==> config.mk <==
export PLATFORM = sky130hd
export DESIGN_NAME = interrupt_source_map
export DESIGN_NICKNAME = d
export VERILOG_FILES = /design/src/rtl/irq_map_pkg.sv /design/src/rtl/interrupt_source_map.sv
export SDC_FILE = /design/constraint.sdc
export NUM_CORES = 1
export LEC_CHECK = 0
export BUFFER_PORTS_ARGS = -buffer_cell sky130_fd_sc_hd__clkbuf_2
export CAP_MARGIN = 20
export CORE_ASPECT_RATIO = 1.4
export CORE_MARGIN = 1.5
export CORE_UTILIZATION = 55
export CTS_BUF_LIST = sky130_fd_sc_hd__clkbuf_16
export CTS_CLUSTER_DIAMETER = 120
export DETAILED_ROUTE_END_ITERATION = 8
export HOLD_SLACK_MARGIN = 0.12
export PLACE_DENSITY = 0.73
export SETUP_SLACK_MARGIN = 0.3
export SYNTH_ARGS = -nofsm -noshare
export SYNTH_HDL_FRONTEND = slang
export SYNTH_SLANG_ARGS = --single-unit
export TNS_END_PERCENT = 50
==> constraint.sdc <==
create_clock -name sys_clk -period 139.7 [get_ports sys_clk]
set_clock_uncertainty 0.2 [all_clocks]
set_input_delay 6.985 -clock sys_clk [delete_from_list [all_inputs] [get_ports sys_clk]]
set_output_delay 6.985 -clock sys_clk [all_outputs]
set_load 0.02 [all_outputs]
==> src/rtl/irq_map_pkg.sv <==
package irq_map_pkg;

    // =====================================================================
    // sizes
    localparam int NUM_REQ = 39;
    localparam int REQ_W = 6;
    localparam int VEC_W = 5;
    localparam int PRI_W = 3;
    localparam int SUB_W = 2;
    localparam int NUM_PRIO_REGS = 8;
    localparam int FLAG_REG_W = 32;
    localparam int FLAGS_HI_W = NUM_REQ - FLAG_REG_W;

    // =====================================================================
    // priority register slot layout
    localparam int SLOT_STRIDE = 8;
    localparam int SUB_LSB = 0;
    localparam int PRI_LSB = 2;
    localparam logic [31:0] PRIO_IMPL_MASK = 32'h1f1f1f1f;

    // =====================================================================
    // register byte offsets
    localparam logic [7:0] OFS_FLAG_LO = 8'h00;
    localparam logic [7:0] OFS_FLAG_HI = 8'h04;
    localparam logic [7:0] OFS_EN_LO = 8'h08;
    localparam logic [7:0] OFS_EN_HI = 8'h0c;
    localparam logic [7:0] OFS_PRIO_BASE = 8'h10;
    localparam logic [7:0] OFS_PRIO_LAST = 8'h2c;
    localparam logic [7:0] OFS_ACTIVE = 8'h30;

    // =====================================================================
    // reset values
    localparam logic [31:0] RST_WORD = 32'h00000000;

    // =====================================================================
    // request number to vector number
    localparam logic [VEC_W-1:0] REQ_VECTOR [0:NUM_REQ-1] = '{
        5'h00, 5'h01, 5'h02, 5'h03, 5'h04, 5'h05, 5'h05, 5'h06,
        5'h07, 5'h08, 5'h09, 5'h09, 5'h0a, 5'h0b, 5'h0c, 5'h0d,
        5'h0d, 5'h0e, 5'h0f, 5'h10, 5'h11, 5'h11, 5'h12, 5'h13,
        5'h14, 5'h15, 5'h15, 5'h16, 5'h17, 5'h18, 5'h19, 5'h1a,
        5'h1b, 5'h1c, 5'h1d, 5'h1e, 5'h1f, 5'h1f, 5'h1f};

    // persistent requests are level driven, the rest are edge driven
    localparam logic [NUM_REQ-1:0] REQ_PERSISTENT = 39'h7816318c60;

endpackage : irq_map_pkg

==> src/rtl/interrupt_source_map.sv <==
`timescale 1ns/1ps
module interrupt_source_map
    import irq_map_pkg::*;
#(
    parameter logic [NUM_REQ-1:0] PRESENT_MASK = {NUM_REQ{1'b1}}
) (
    input wire logic sys_clk,
    input wire logic sys_rst,
    input wire logic [NUM_REQ-1:0] sourceReq,
    input wire logic psel,
    input wire logic penable,
    input wire logic pwrite,
    input wire logic [7:0] paddr,
    input wire logic [31:0] pwdata,
    output logic [31:0] prdata,
    output logic pready,
    output logic pslverr,
    output logic irqValid,
    output logic [VEC_W-1:0] irqVector,
    output logic [REQ_W-1:0] irqRequest,
    output logic [PRI_W-1:0] irqPriority,
    output logic [SUB_W-1:0] irqSubPriority
);

    // =====================================================================
    // state
    logic [NUM_REQ-1:0] flags;
    logic [NUM_REQ-1:0] enables;
    logic [NUM_REQ-1:0] srcPrev;
    logic [31:0] prio [0:NUM_PRIO_REGS-1];

    // =====================================================================
    // bus decode
    wire logic access = psel && penable;
    wire logic commit = access && pready;
    wire logic doWrite = commit && pwrite;
    wire logic selFlagLo = (paddr == OFS_FLAG_LO);
    wire logic selFlagHi = (paddr == OFS_FLAG_HI);
    wire logic selEnLo = (paddr == OFS_EN_LO);
    wire logic selEnHi = (paddr == OFS_EN_HI);
    wire logic selPrio = (paddr >= OFS_PRIO_BASE) && (paddr <= OFS_PRIO_LAST)
        && (paddr[1:0] == 2'h0);
    wire logic selActive = (paddr == OFS_ACTIVE);
    wire logic [2:0] prioIdx = 3'((paddr - OFS_PRIO_BASE) >> 2);
    wire logic mapped = selFlagLo || selFlagHi || selEnLo || selEnHi || selPrio
        || selActive;

    // word n/32, bit n%32 for each request
    wire logic [2*FLAG_REG_W-1:0] flagsWide = {{(2*FLAG_REG_W-NUM_REQ){1'b0}}, flags};
    wire logic [2*FLAG_REG_W-1:0] enWide = {{(2*FLAG_REG_W-NUM_REQ){1'b0}}, enables};
    wire logic [NUM_REQ-1:0] wrData = {pwdata[FLAGS_HI_W-1:0], pwdata};
    wire logic [NUM_REQ-1:0] wrLoMask = {{FLAGS_HI_W{1'b0}}, {FLAG_REG_W{1'b1}}};
    wire logic [NUM_REQ-1:0] wrHiMask = ~wrLoMask;

    wire logic [31:0] activeWord = {10'h000, irqValid, irqPriority, irqSubPriority,
        irqRequest, 5'h00, irqVector};
    wire logic [31:0] readMux =
        selFlagLo ? flagsWide[FLAG_REG_W-1:0] :
        selFlagHi ? flagsWide[2*FLAG_REG_W-1:FLAG_REG_W] :
        selEnLo ? enWide[FLAG_REG_W-1:0] :
        selEnHi ? enWide[2*FLAG_REG_W-1:FLAG_REG_W] :
        selPrio ? prio[prioIdx] :
        selActive ? activeWord : RST_WORD;

    // =====================================================================
    // source events: persistent sources re-set the flag while held,
    // the others only on a rising edge so a stuck line cannot retrigger
    wire logic [NUM_REQ-1:0] rise = sourceReq & ~srcPrev;
    wire logic [NUM_REQ-1:0] hwSet = ((sourceReq & REQ_PERSISTENT)
        | (rise & ~REQ_PERSISTENT)) & PRESENT_MASK;

    wire logic [NUM_REQ-1:0] swMask = doWrite ? ((selFlagLo ? wrLoMask : '0)
        | (selFlagHi ? wrHiMask : '0)) : '0;
    wire logic [NUM_REQ-1:0] enMask = doWrite ? ((selEnLo ? wrLoMask : '0)
        | (selEnHi ? wrHiMask : '0)) : '0;

    // set wins over a software clear in the same cycle
    wire logic [NUM_REQ-1:0] next_flags =
        (((flags & ~swMask) | (wrData & swMask)) | hwSet) & PRESENT_MASK;
    wire logic [NUM_REQ-1:0] next_enables =
        ((enables & ~enMask) | (wrData & enMask)) & PRESENT_MASK;

    // =====================================================================
    // arbitration over all requests
    logic [NUM_REQ-1:0] eligible;
    logic [PRI_W+SUB_W-1:0] reqLevel [0:NUM_REQ-1];
    logic found;
    logic [PRI_W+SUB_W-1:0] bestLevel;
    logic [REQ_W-1:0] bestReq;

    always_comb begin
        for (int i = 0; i < NUM_REQ; i++) begin
            // slot vec%4 of register vec/4; shared vectors share a slot
            reqLevel[i] = prio[REQ_VECTOR[i][VEC_W-1:2]][REQ_VECTOR[i][1:0]*SLOT_STRIDE
                +: PRI_W+SUB_W];
            eligible[i] = flags[i] && enables[i]
                && (reqLevel[i][PRI_W+SUB_W-1:PRI_LSB] != '0);
        end
    end

    always_comb begin
        found = 1'b0;
        bestLevel = '0;
        bestReq = '0;
        // walk downward so that on a tie the lower number is kept
        for (int i = NUM_REQ - 1; i >= 0; i--) begin
            if (eligible[i] && (!found || reqLevel[i] >= bestLevel)) begin
                found = 1'b1;
                bestLevel = reqLevel[i];
                bestReq = REQ_W'(i);
            end
        end
    end

    // =====================================================================
    // registers
    always_ff @(posedge sys_clk) begin
        if (sys_rst) begin
            flags <= '0;
            enables <= '0;
            srcPrev <= '0;
        end else begin
            flags <= next_flags;
            enables <= next_enables;
            srcPrev <= sourceReq;
        end
    end

    always_ff @(posedge sys_clk) begin
        for (int r = 0; r < NUM_PRIO_REGS; r++) begin
            if (sys_rst) begin
                prio[r] <= RST_WORD;
            end else if (doWrite && selPrio && prioIdx == 3'(r)) begin
                prio[r] <= pwdata & PRIO_IMPL_MASK;
            end
        end
    end

    // one wait state: pready rises in the second access cycle
    always_ff @(posedge sys_clk) begin
        if (sys_rst) begin
            pready <= 1'b0;
            pslverr <= 1'b0;
            prdata <= RST_WORD;
        end else begin
            pready <= access && !pready;
            pslverr <= access && !pready && !mapped;
            prdata <= (access && !pready && !pwrite) ? readMux : RST_WORD;
        end
    end

    always_ff @(posedge sys_clk) begin
        if (sys_rst) begin
            irqValid <= 1'b0;
            irqVector <= '0;
            irqRequest <= '0;
            irqPriority <= '0;
            irqSubPriority <= '0;
        end else begin
            irqValid <= found;
            irqVector <= found ? REQ_VECTOR[bestReq] : '0;
            irqRequest <= bestReq;
            irqPriority <= bestLevel[PRI_W+SUB_W-1:PRI_LSB];
            irqSubPriority <= bestLevel[PRI_LSB-1:SUB_LSB];
        end
    end

    // =====================================================================
    // checks
    property p_tie_low;
        @(posedge sys_clk) disable iff (sys_rst)
        (eligible == 39'h0000000060 && reqLevel[5] == reqLevel[6])
            |=> (irqRequest == 6'h05);
    endproperty
    a_tie_low: assert property (p_tie_low) else $error("tie not won by lower number");

    property p_tick;
        @(posedge sys_clk) disable iff (sys_rst)
        (eligible == 39'h0000000001) |=> (irqValid && irqVector == 5'h00);
    endproperty
    a_tick: assert property (p_tick) else $error("core tick vector wrong");

    property p_soft;
        @(posedge sys_clk) disable iff (sys_rst)
        (eligible == 39'h0000000004) |=> (irqVector == 5'h02 && irqRequest == 6'h02);
    endproperty
    a_soft: assert property (p_soft) else $error("soft request vector wrong");

    property p_pin;
        @(posedge sys_clk) disable iff (sys_rst)
        (eligible == 39'h0000800000) |=> (irqVector == 5'h13);
    endproperty
    a_pin: assert property (p_pin) else $error("external pin vector wrong");

    property p_capture_persist;
        @(posedge sys_clk) disable iff (sys_rst)
        (sourceReq[6] && PRESENT_MASK[6]) |=> flags[6];
    endproperty
    a_capture_persist: assert property (p_capture_persist) else $error("capture flag lost");

    property p_compare_edge;
        @(posedge sys_clk) disable iff (sys_rst)
        (srcPrev[7] && sourceReq[7] && !flags[7] && !swMask[7]) |=> !flags[7];
    endproperty
    a_compare_edge: assert property (p_compare_edge) else $error("level retriggered");

    property p_adc;
        @(posedge sys_clk) disable iff (sys_rst)
        (eligible == 39'h0010000000) |=> (irqVector == 5'h17 && irqRequest == 6'h1c);
    endproperty
    a_adc: assert property (p_adc) else $error("converter vector wrong");

    property p_flash_bit;
        @(posedge sys_clk) disable iff (sys_rst)
        (rise[31] && PRESENT_MASK[31]) |=> flagsWide[31];
    endproperty
    a_flash_bit: assert property (p_flash_bit) else $error("flash flag not at bit 31");

    property p_cmp;
        @(posedge sys_clk) disable iff (sys_rst)
        (rise[32] && PRESENT_MASK[32]) |=> flagsWide[FLAG_REG_W];
    endproperty
    a_cmp: assert property (p_cmp) else $error("comparator flag misplaced");

    property p_spi_shared;
        @(posedge sys_clk) disable iff (sys_rst)
        (eligible == 39'h2000000000) |=> (irqVector == 5'h1f);
    endproperty
    a_spi_shared: assert property (p_spi_shared) else $error("serial vector wrong");

    property p_cap2;
        @(posedge sys_clk) disable iff (sys_rst)
        (eligible == 39'h0000000800) |=> (irqVector == 5'h09);
    endproperty
    a_cap2: assert property (p_cap2) else $error("capture2 vector wrong");

    property p_absent;
        @(posedge sys_clk) disable iff (sys_rst)
        1'b1 |=> ((flags & ~PRESENT_MASK) == '0) && ((enables & ~PRESENT_MASK) == '0);
    endproperty
    a_absent: assert property (p_absent) else $error("absent source flag set");

    property p_pready_pulse;
        @(posedge sys_clk) disable iff (sys_rst)
        pready |=> !pready;
    endproperty
    a_pready_pulse: assert property (p_pready_pulse) else $error("pready held too long");

    property p_pready_wait;
        @(posedge sys_clk) disable iff (sys_rst)
        (access && !pready) |=> pready;
    endproperty
    a_pready_wait: assert property (p_pready_wait) else $error("access not answered");

    property p_err_unmapped;
        @(posedge sys_clk) disable iff (sys_rst)
        (access && !pready && !mapped) |=> (pslverr && pready);
    endproperty
    a_err_unmapped: assert property (p_err_unmapped) else $error("unmapped access not refused");

    property p_err_mapped;
        @(posedge sys_clk) disable iff (sys_rst)
        (access && !pready && mapped) |=> !pslverr;
    endproperty
    a_err_mapped: assert property (p_err_mapped) else $error("mapped access refused");

    property p_en_lo_write;
        @(posedge sys_clk) disable iff (sys_rst)
        (doWrite && selEnLo) |=> (enables[FLAG_REG_W-1:0]
            == ($past(pwdata) & PRESENT_MASK[FLAG_REG_W-1:0]));
    endproperty
    a_en_lo_write: assert property (p_en_lo_write) else $error("low enable word");

    property p_en_hi_write;
        @(posedge sys_clk) disable iff (sys_rst)
        (doWrite && selEnHi) |=> (enables[NUM_REQ-1:FLAG_REG_W]
            == ($past(pwdata[FLAGS_HI_W-1:0]) & PRESENT_MASK[NUM_REQ-1:FLAG_REG_W]));
    endproperty
    a_en_hi_write: assert property (p_en_hi_write) else $error("high enable word");

    property p_prio_write;
        @(posedge sys_clk) disable iff (sys_rst)
        (doWrite && selPrio && prioIdx == 3'h0)
            |=> (prio[0] == ($past(pwdata) & PRIO_IMPL_MASK));
    endproperty
    a_prio_write: assert property (p_prio_write) else $error("priority word");

    property p_soft_slot;
        @(posedge sys_clk) disable iff (sys_rst)
        (reqLevel[1] == prio[0][12:8]) && (reqLevel[2] == prio[0][20:16]);
    endproperty
    a_soft_slot: assert property (p_soft_slot) else $error("soft slot");

    property p_pin_slot;
        @(posedge sys_clk) disable iff (sys_rst)
        (reqLevel[3] == prio[0][28:24]) && (reqLevel[8] == prio[1][28:24])
            && (reqLevel[13] == prio[2][28:24]) && (reqLevel[18] == prio[3][28:24])
            && (reqLevel[23] == prio[4][28:24]);
    endproperty
    a_pin_slot: assert property (p_pin_slot) else $error("pin slot");

    property p_cap1_slot;
        @(posedge sys_clk) disable iff (sys_rst)
        (reqLevel[5] == prio[1][12:8]) && (reqLevel[6] == reqLevel[5]);
    endproperty
    a_cap1_slot: assert property (p_cap1_slot) else $error("capture1 slot");

    property p_compare_slot;
        @(posedge sys_clk) disable iff (sys_rst)
        (reqLevel[7] == prio[1][20:16]) && (reqLevel[12] == prio[2][20:16])
            && (reqLevel[17] == prio[3][20:16]) && (reqLevel[22] == prio[4][20:16])
            && (reqLevel[27] == prio[5][20:16]);
    endproperty
    a_compare_slot: assert property (p_compare_slot) else $error("compare slot");

    property p_serial_slot;
        @(posedge sys_clk) disable iff (sys_rst)
        (reqLevel[36] == prio[7][28:24]) && (reqLevel[37] == reqLevel[36])
            && (reqLevel[38] == reqLevel[36]);
    endproperty
    a_serial_slot: assert property (p_serial_slot) else $error("serial slot");

    property p_cap2_slot;
        @(posedge sys_clk) disable iff (sys_rst)
        (reqLevel[10] == prio[2][12:8]) && (reqLevel[11] == reqLevel[10]);
    endproperty
    a_cap2_slot: assert property (p_cap2_slot) else $error("capture2 slot");

    property p_clkfail_vec;
        @(posedge sys_clk) disable iff (sys_rst)
        (eligible == 39'h0020000000) |=> (irqVector == 5'h18 && irqRequest == 6'h1d);
    endproperty
    a_clkfail_vec: assert property (p_clkfail_vec) else $error("clock failure vector");

    property p_calendar_vec;
        @(posedge sys_clk) disable iff (sys_rst)
        (eligible == 39'h0040000000) |=> (irqVector == 5'h19 && irqRequest == 6'h1e);
    endproperty
    a_calendar_vec: assert property (p_calendar_vec) else $error("calendar vector");

    property p_flash_vec;
        @(posedge sys_clk) disable iff (sys_rst)
        (eligible == 39'h0080000000) |=> (irqVector == 5'h1a && irqRequest == 6'h1f);
    endproperty
    a_flash_vec: assert property (p_flash_vec) else $error("flash vector");

    property p_comp2_vec;
        @(posedge sys_clk) disable iff (sys_rst)
        (eligible == 39'h0200000000) |=> (irqVector == 5'h1c && irqRequest == 6'h21);
    endproperty
    a_comp2_vec: assert property (p_comp2_vec) else $error("comparator2 vector");

    property p_usb_vec;
        @(posedge sys_clk) disable iff (sys_rst)
        (eligible == 39'h0800000000) |=> (irqVector == 5'h1e && irqRequest == 6'h23);
    endproperty
    a_usb_vec: assert property (p_usb_vec) else $error("usb vector");

    property p_usb_persist;
        @(posedge sys_clk) disable iff (sys_rst)
        (sourceReq[35] && PRESENT_MASK[35]) |=> flags[35];
    endproperty
    a_usb_persist: assert property (p_usb_persist) else $error("usb flag lost");

endmodule : interrupt_source_map

==> results.py, run 1 <==
metrics = {
    "synthesis": {
        "yosys_register_bits": 313,
        "synthDominantCellAreaShare_pct": 20.3,
        "synth-edff-count": 160,
        "syn-num-nets": 2918,
        "syn_area_um2": 23700,
        "yosys_most_used_dff": "edfxtp_1",
        "avgSynthCellArea_um2": 8.72,
        "yosysTopAreaCell": "edfxtp_1",
        "synth-async-reset-ratio_pct": 0,
        "ys_top_cells_by_area": "edfxtp_1, dfxtp_1, ha_1",
        "synthTopCellsByCount": "nand2_1, and2_1, nor2_1",
        "yosysMostFrequentCell": "nand2_1",
        "yosysUniqueCellTypes": 121,
        "syn_inst": 2712,
        "ys_seq_area_share_pct": 33.3,
        "yosysWarnings": 0,
    },
    "grt": {
        "grt_pass1_wl_mm": 131,
        "grt-ovfl-total": 0,
        "antenna_found_initial": 5,
        "grtUsageTotal_pct": 40.1,
        "grt_max_degree": 73,
        "grt_pass1_vias": 21796,
    },
    "clocking": {
        "cts_resized": 0,
        "postCtsSetupRepairBufs": 0,
        "cts_buffers": 34,
        "cts_max_level": 2,
        "cts_hold_buf": 0,
        "cts_tree": "done",
        "cts.clk_slew.worst_paths_ns": 0.07,
        "clock_latency_ns": 0.54,
        "cts_sinks": 313,
        "cts-root-buf": "clkbuf_16",
        "clockBufferDepth": 3,
    },
    "placed_design": {
        "hpwl_mm": 68.0,
        "gp_routability_congestion": 1.01,
        "port_buffers": 134,
        "post-place-cells": 3303,
        "place_ws_ns": 70.05,
    },
    "power": {
        "seqPwrFrac_pct": 50.2,
        "power_density_nw_per_um2": 8.03,
        "p_leak_nw": 10.1,
        "switchingPower_mw": 0.0545,
        "p_clk_share_pct": 41.7,
        "ir_worst_vdd_uv": 10.0,
        "p_int_mw": 0.153,
        "p_sw_share_pct": 26.3,
        "p_comb_share_pct": 8.1,
    },
    "floorplan": {
        "fp.dieH_um": 248,
        "num_io_pins": 135,
        "die_w_um": 178,
        "num_rows": 89,
        "core_area_um2": 42300,
        "dieArea_um2": 44300,
        "initial_core_util_pct": 55.9,
    },
    "timing": {
        "clock.fmax_mhz": 14.1,
        "final-hold-violation-count": 0,
        "final.setup.tns_ns": 0,
        "finalSetupViolCount": 0,
        "fin_crit_sh_pct": 50.9,
        "worst_pin_slew_ns": 1.17,
        "drv_slew": 0,
        "relSlewSlack_pct": 21.1,
        "rsz0062_at_grt": "false",
        "finalCriticalPeriod_ns": 71.05,
        "fin_ws_ns": 68.65,
    },
    "layout": {
        "final_net_count": 3000,
        "syn_to_final_growth_pct": 9.09,
        "drive_gt1_share_pct": 14.1,
        "finalNonFillerCells": 3367,
    },
    "run": {
        "cap_violations": 0,
    },
    "setup_path": {
        "start_kind": "flop",
        "cp_slowest_cell": "o21a_1",
        "worst_path_largest_cell_delay_ns": 0.72,
        "crit_top_cell": "ha_1",
        "cp_data_arrival_time_ns": 71.27,
        "worstSetupPathType": "reg -> reg",
        "end_kind": "flop",
        "cp_data_required_time_ns": 139.92,
        "cp_max_fo": 18,
    },
    "drt": {
        "wl_per_cell_um": 26.8,
        "drtIter0Drc": 2250,
        "drc": 0,
        "vias": 22941,
        "drt_pass1_iterations": 6,
        "via_per_inst": 6.81,
        "drt_wl_total_mm": 90.3,
        "antenna_left": 0,
    },
    "run_status": {
        "status": "complete, no violations",
    },
    "min_path": {
        "min_path_type": "reg -> reg",
    },
}
path summary, 6_finish.rpt:
path	slack, ns	to	startpoint	cells after the start
worst max-delay path	68.65	irqVector[1]	prio[7][19]	317
worst min-delay path	0.27	flop	flop	2
worst max register to register	68.65	irqVector[1]	prio[7][19]	317
worst min register to register	0.27	flop	flop	2
final cells by class:
type	count	area (um^2)
antenna	3	7.51
clock buffer	36	901
clock inverter	24	134
fill	3779	16500
inverter	168	631
multi-input combinational	2121	14700
sequential	313	7870
tap	546	683
timing repair buffer	156	858
power by group through the flow:
| stage | logic [mW] | registers [mW] | clock network (mW) |
|---|---|---|---|
| floorplan | 0.0104 | 0.103 | 0 |
| global placement | 0.0159 | 0.106 | 0 |
| detailed placement | 0.0161 | 0.106 | 0 |
| CTS | 0.0163 | 0.104 | 0.0864 |
| global route | 0.0177 | 0.104 | 0.0895 |
| finish | 0.0167 | 0.104 | 0.0864 |
kinds of logic after synthesis:
kind of cell               Yosys count  share of synthesized area [%]
AOI/OAI and AO/OA                  765                           23.4
xor gates and xnor gates            12                          0.444
adders and majority gates          132                           6.88
buffers and inverters              278                           4.62
DFF                                313                           33.3
muxes                              133                           8.17
and+or+nand+nor                   1079                           23.2
per-layer routing:
layer | routed length, um | up-vias | GRT usage (%)
li1 | - | 10242 | -
met1 | 31600 | 10990 | 44.7
met2 | 43500 | 1326 | 68.8
met3 | 7000 | 379 | 5.56
met4 | 8140 | 4 | 30.8
met5 | 94 | - | 1.35
critical path: cells and delay by family (launching register included):
family,cells,cell delay (ns)
buffers and inverters,16,1.71
muxes,20,6.66
adders and majority gates,41,11.81
DFF,1,0.51
and+or+nand+nor,100,17.12
AOI/OAI and AO/OA,140,32.90
per-stage QoR:
| step | util, % | power [mW] | instance area, um^2 | hold WS [ns] |
|---|---|---|---|---|
| floorplan | - | 0.113 | 23700 | 0.244 |
| global placement | 58.4 | 0.121 | 24700 | 0.253 |
| detailed placement | 58.5 | 0.122 | 24700 | 0.262 |
| CTS | 60.9 | 0.206 | 25800 | 0.273 |
| global route | 61.0 | 0.211 | 25800 | 0.288 |
| finish | 61.0 | 0.207 | 25800 | 0.273 |
placed cells by master (no fill, tap or decap), drive strengths merged, types with 43 or more instances in the layout:
cell type	Yosys	final
dfxtp	153	153
mux2	52	52
a31oi	76	76
o21ai	164	164
and2	192	192
ha	122	122
nor2b	45	45
nand3	57	57
nand2b	78	78
edfxtp	160	160
clkbuf	93	168
inv	167	178
nor3	43	43
nor2	176	176
a21oi	163	163
nand2	350	350
Note: power is estimated with default switching activity, not from simulation.
==> run 2: changes to the inputs <==
- clock period: 139.7 -> 72.6 ns (I/O delays scaled with it)
==> results.py, run 2 (synthesized netlist as in run 1, its figures left out) <==
metrics = {
    "run_status": {
        "status": "complete, no violations",
    },
    "placed_design": {
        "gp_routability_congestion": 1.02,
        "hpwl_mm": 67.3,
        "post-place-cells": 3303,
        "port_buffers": 134,
        "place_ws_ns": 1.93,
    },
    "run": {
        "cap_violations": 0,
    },
    "timing": {
        "finalCriticalPeriod_ns": 67.71,
        "final.setup.tns_ns": 0,
        "relSlewSlack_pct": 30.1,
        "worst_pin_slew_ns": 1.04,
        "rsz0062_at_grt": "false",
        "fin_crit_sh_pct": 93.3,
        "clock.fmax_mhz": 14.8,
        "fin_ws_ns": 4.89,
        "final-hold-violation-count": 0,
        "finalSetupViolCount": 0,
        "drv_slew": 0,
    },
    "floorplan": {
        "initial_core_util_pct": 55.9,
        "num_io_pins": 135,
        "die_w_um": 178,
        "fp.dieH_um": 248,
        "core_area_um2": 42300,
        "dieArea_um2": 44300,
        "num_rows": 89,
    },
    "setup_path": {
        "cp_slowest_cell": "edfxtp_1",
        "worst_path_largest_cell_delay_ns": 0.58,
        "worstReg2RegEnd": "irqVector[1]",
        "cp_max_fo": 18,
        "end_kind": "flop",
        "crit_family": "compound AO/OA/AOI/OAI gates",
        "start_kind": "flop",
        "cp_data_required_time_ns": 72.82,
        "ff2ff_path_depth": 315,
        "worstSetupPathType": "reg -> reg",
        "cp_data_arrival_time_ns": 67.93,
        "rrSetupSlack_ns": 4.89,
        "worst-path-buf-inv": 16,
        "r2r_start": "prio[7][18]",
        "crit_top_cell": "ha_1",
    },
    "layout": {
        "syn_to_final_growth_pct": 10.3,
        "finalNonFillerCells": 3379,
        "most-common-layout-cells": "nand2_1, and2_1, inv_1, nor2_1, edfxtp_1",
        "final_net_count": 3011,
        "fin_util_pct": 61.7,
        "final_common_cell": "nand2_1",
        "fill_cells": 3741,
        "drive_gt1_share_pct": 15.1,
    },
    "grt": {
        "antenna_found_initial": 7,
        "grtUsageTotal_pct": 39.6,
        "grt_max_degree": 67,
        "grt_pass1_vias": 21859,
        "grt_pass1_wl_mm": 130,
        "grt-ovfl-total": 0,
    },
    "drt": {
        "antenna_left": 0,
        "drc": 0,
        "vias": 22796,
        "drt_wl_total_mm": 89.6,
        "drt_pass1_iterations": 7,
        "wl_per_cell_um": 26.5,
        "via_per_inst": 6.75,
        "drtIter0Drc": 2259,
    },
    "clocking": {
        "cts-root-buf": "clkbuf_16",
        "clockBufferDepth": 3,
        "cts_hold_buf": 0,
        "cts_buffers": 34,
        "cts.clk_slew.worst_paths_ns": 0.06,
        "cts_sinks": 313,
        "cts_max_level": 2,
        "cts_tree": "done",
        "clock_latency_ns": 0.55,
    },
    "power": {
        "power_density_nw_per_um2": 15.6,
        "power_mw": 0.407,
        "p_leak_nw": 10.2,
        "ir_worst_vdd_uv": 20.3,
    },
    "min_path": {
        "min_path_type": "reg -> reg",
        "hold_depth": 2,
    },
}
[run 2: metrics by stage]
step                      area [um^2]  hold slack [ns]
after global routing            26100            0.306
after CTS                       25800            0.270
final                           26100            0.270
after floorplan                 23700            0.244
after global placement          24700            0.252
after detailed placement        24700            0.261
[run 2: worst max path at each step]
stage	slack [ns]	depth (start not counted)	end	from
3_3_place_gp	3.21	315	irqVector[1]	prio[7][18]
5_1_grt	0.14	324	irqVector[1]	flop
6_report	4.89	315	irqVector[1]	prio[7][18]
3_5_place_dp	1.93	315	irqVector[1]	prio[7][18]
4_1_cts	1.63	315	irqVector[1]	prio[7][18]
2_1_floorplan	11.39	326	irqVector[1]	prio[7][18]
[run 2: what timing repair did]
| item | CTS | global route |
|---|---|---|
| buffers inserted | 0 | 11 |
| hold endpoints to repair | 0 | 0 |
| setup endpoints to repair | 0 | 16 |
| gates resized for setup | 0 | 40 |
[run 2: worst reg2reg max path: cells and delay by family (launching register included)]
kind	cells	cell delay, ns
compound gates	137	29.70
fa+ha+maj	39	11.02
buf+inv	16	1.81
flops	1	0.58
mux	18	5.95
simple gates	105	18.13
[run 2: cell type report]
class                           instances  area, um^2  share of cell area, %
Clock buffer                           34         851                   3.26
Timing Repair Buffer                  167         931                   3.57
Antenna cell                            2        5.00                 0.0192
Sequential cell                       313        7870                   30.1
Inverter                              168         631                   2.42
Tap cell                              546         683                   2.62
Clock inverter                         28         233                  0.892
Multi-Input combinational cell       2121       14900                   57.1
[run 2: routing by layer]
metal / up-vias / share of wire (%) / global-route usage [%]
li1: 10240 / - / -
met1: 10867 / 35 / 43.8
met2: 1290 / 48 / 68.6
met3: 397 / 8.3 / 5.27
met4: 2 / 9.0 / 30.7
met5: - / 0.015 / 0
[run 2: power by group]
| group | internal [mW] | switching (mW) | total (mW) |
|---|---|---|---|
| sequential | 0.191 | 0.00914 | 0.200 |
| clock | 0.0971 | 0.0771 | 0.174 |
| combinational | 0.0122 | 0.0202 | 0.0324 |
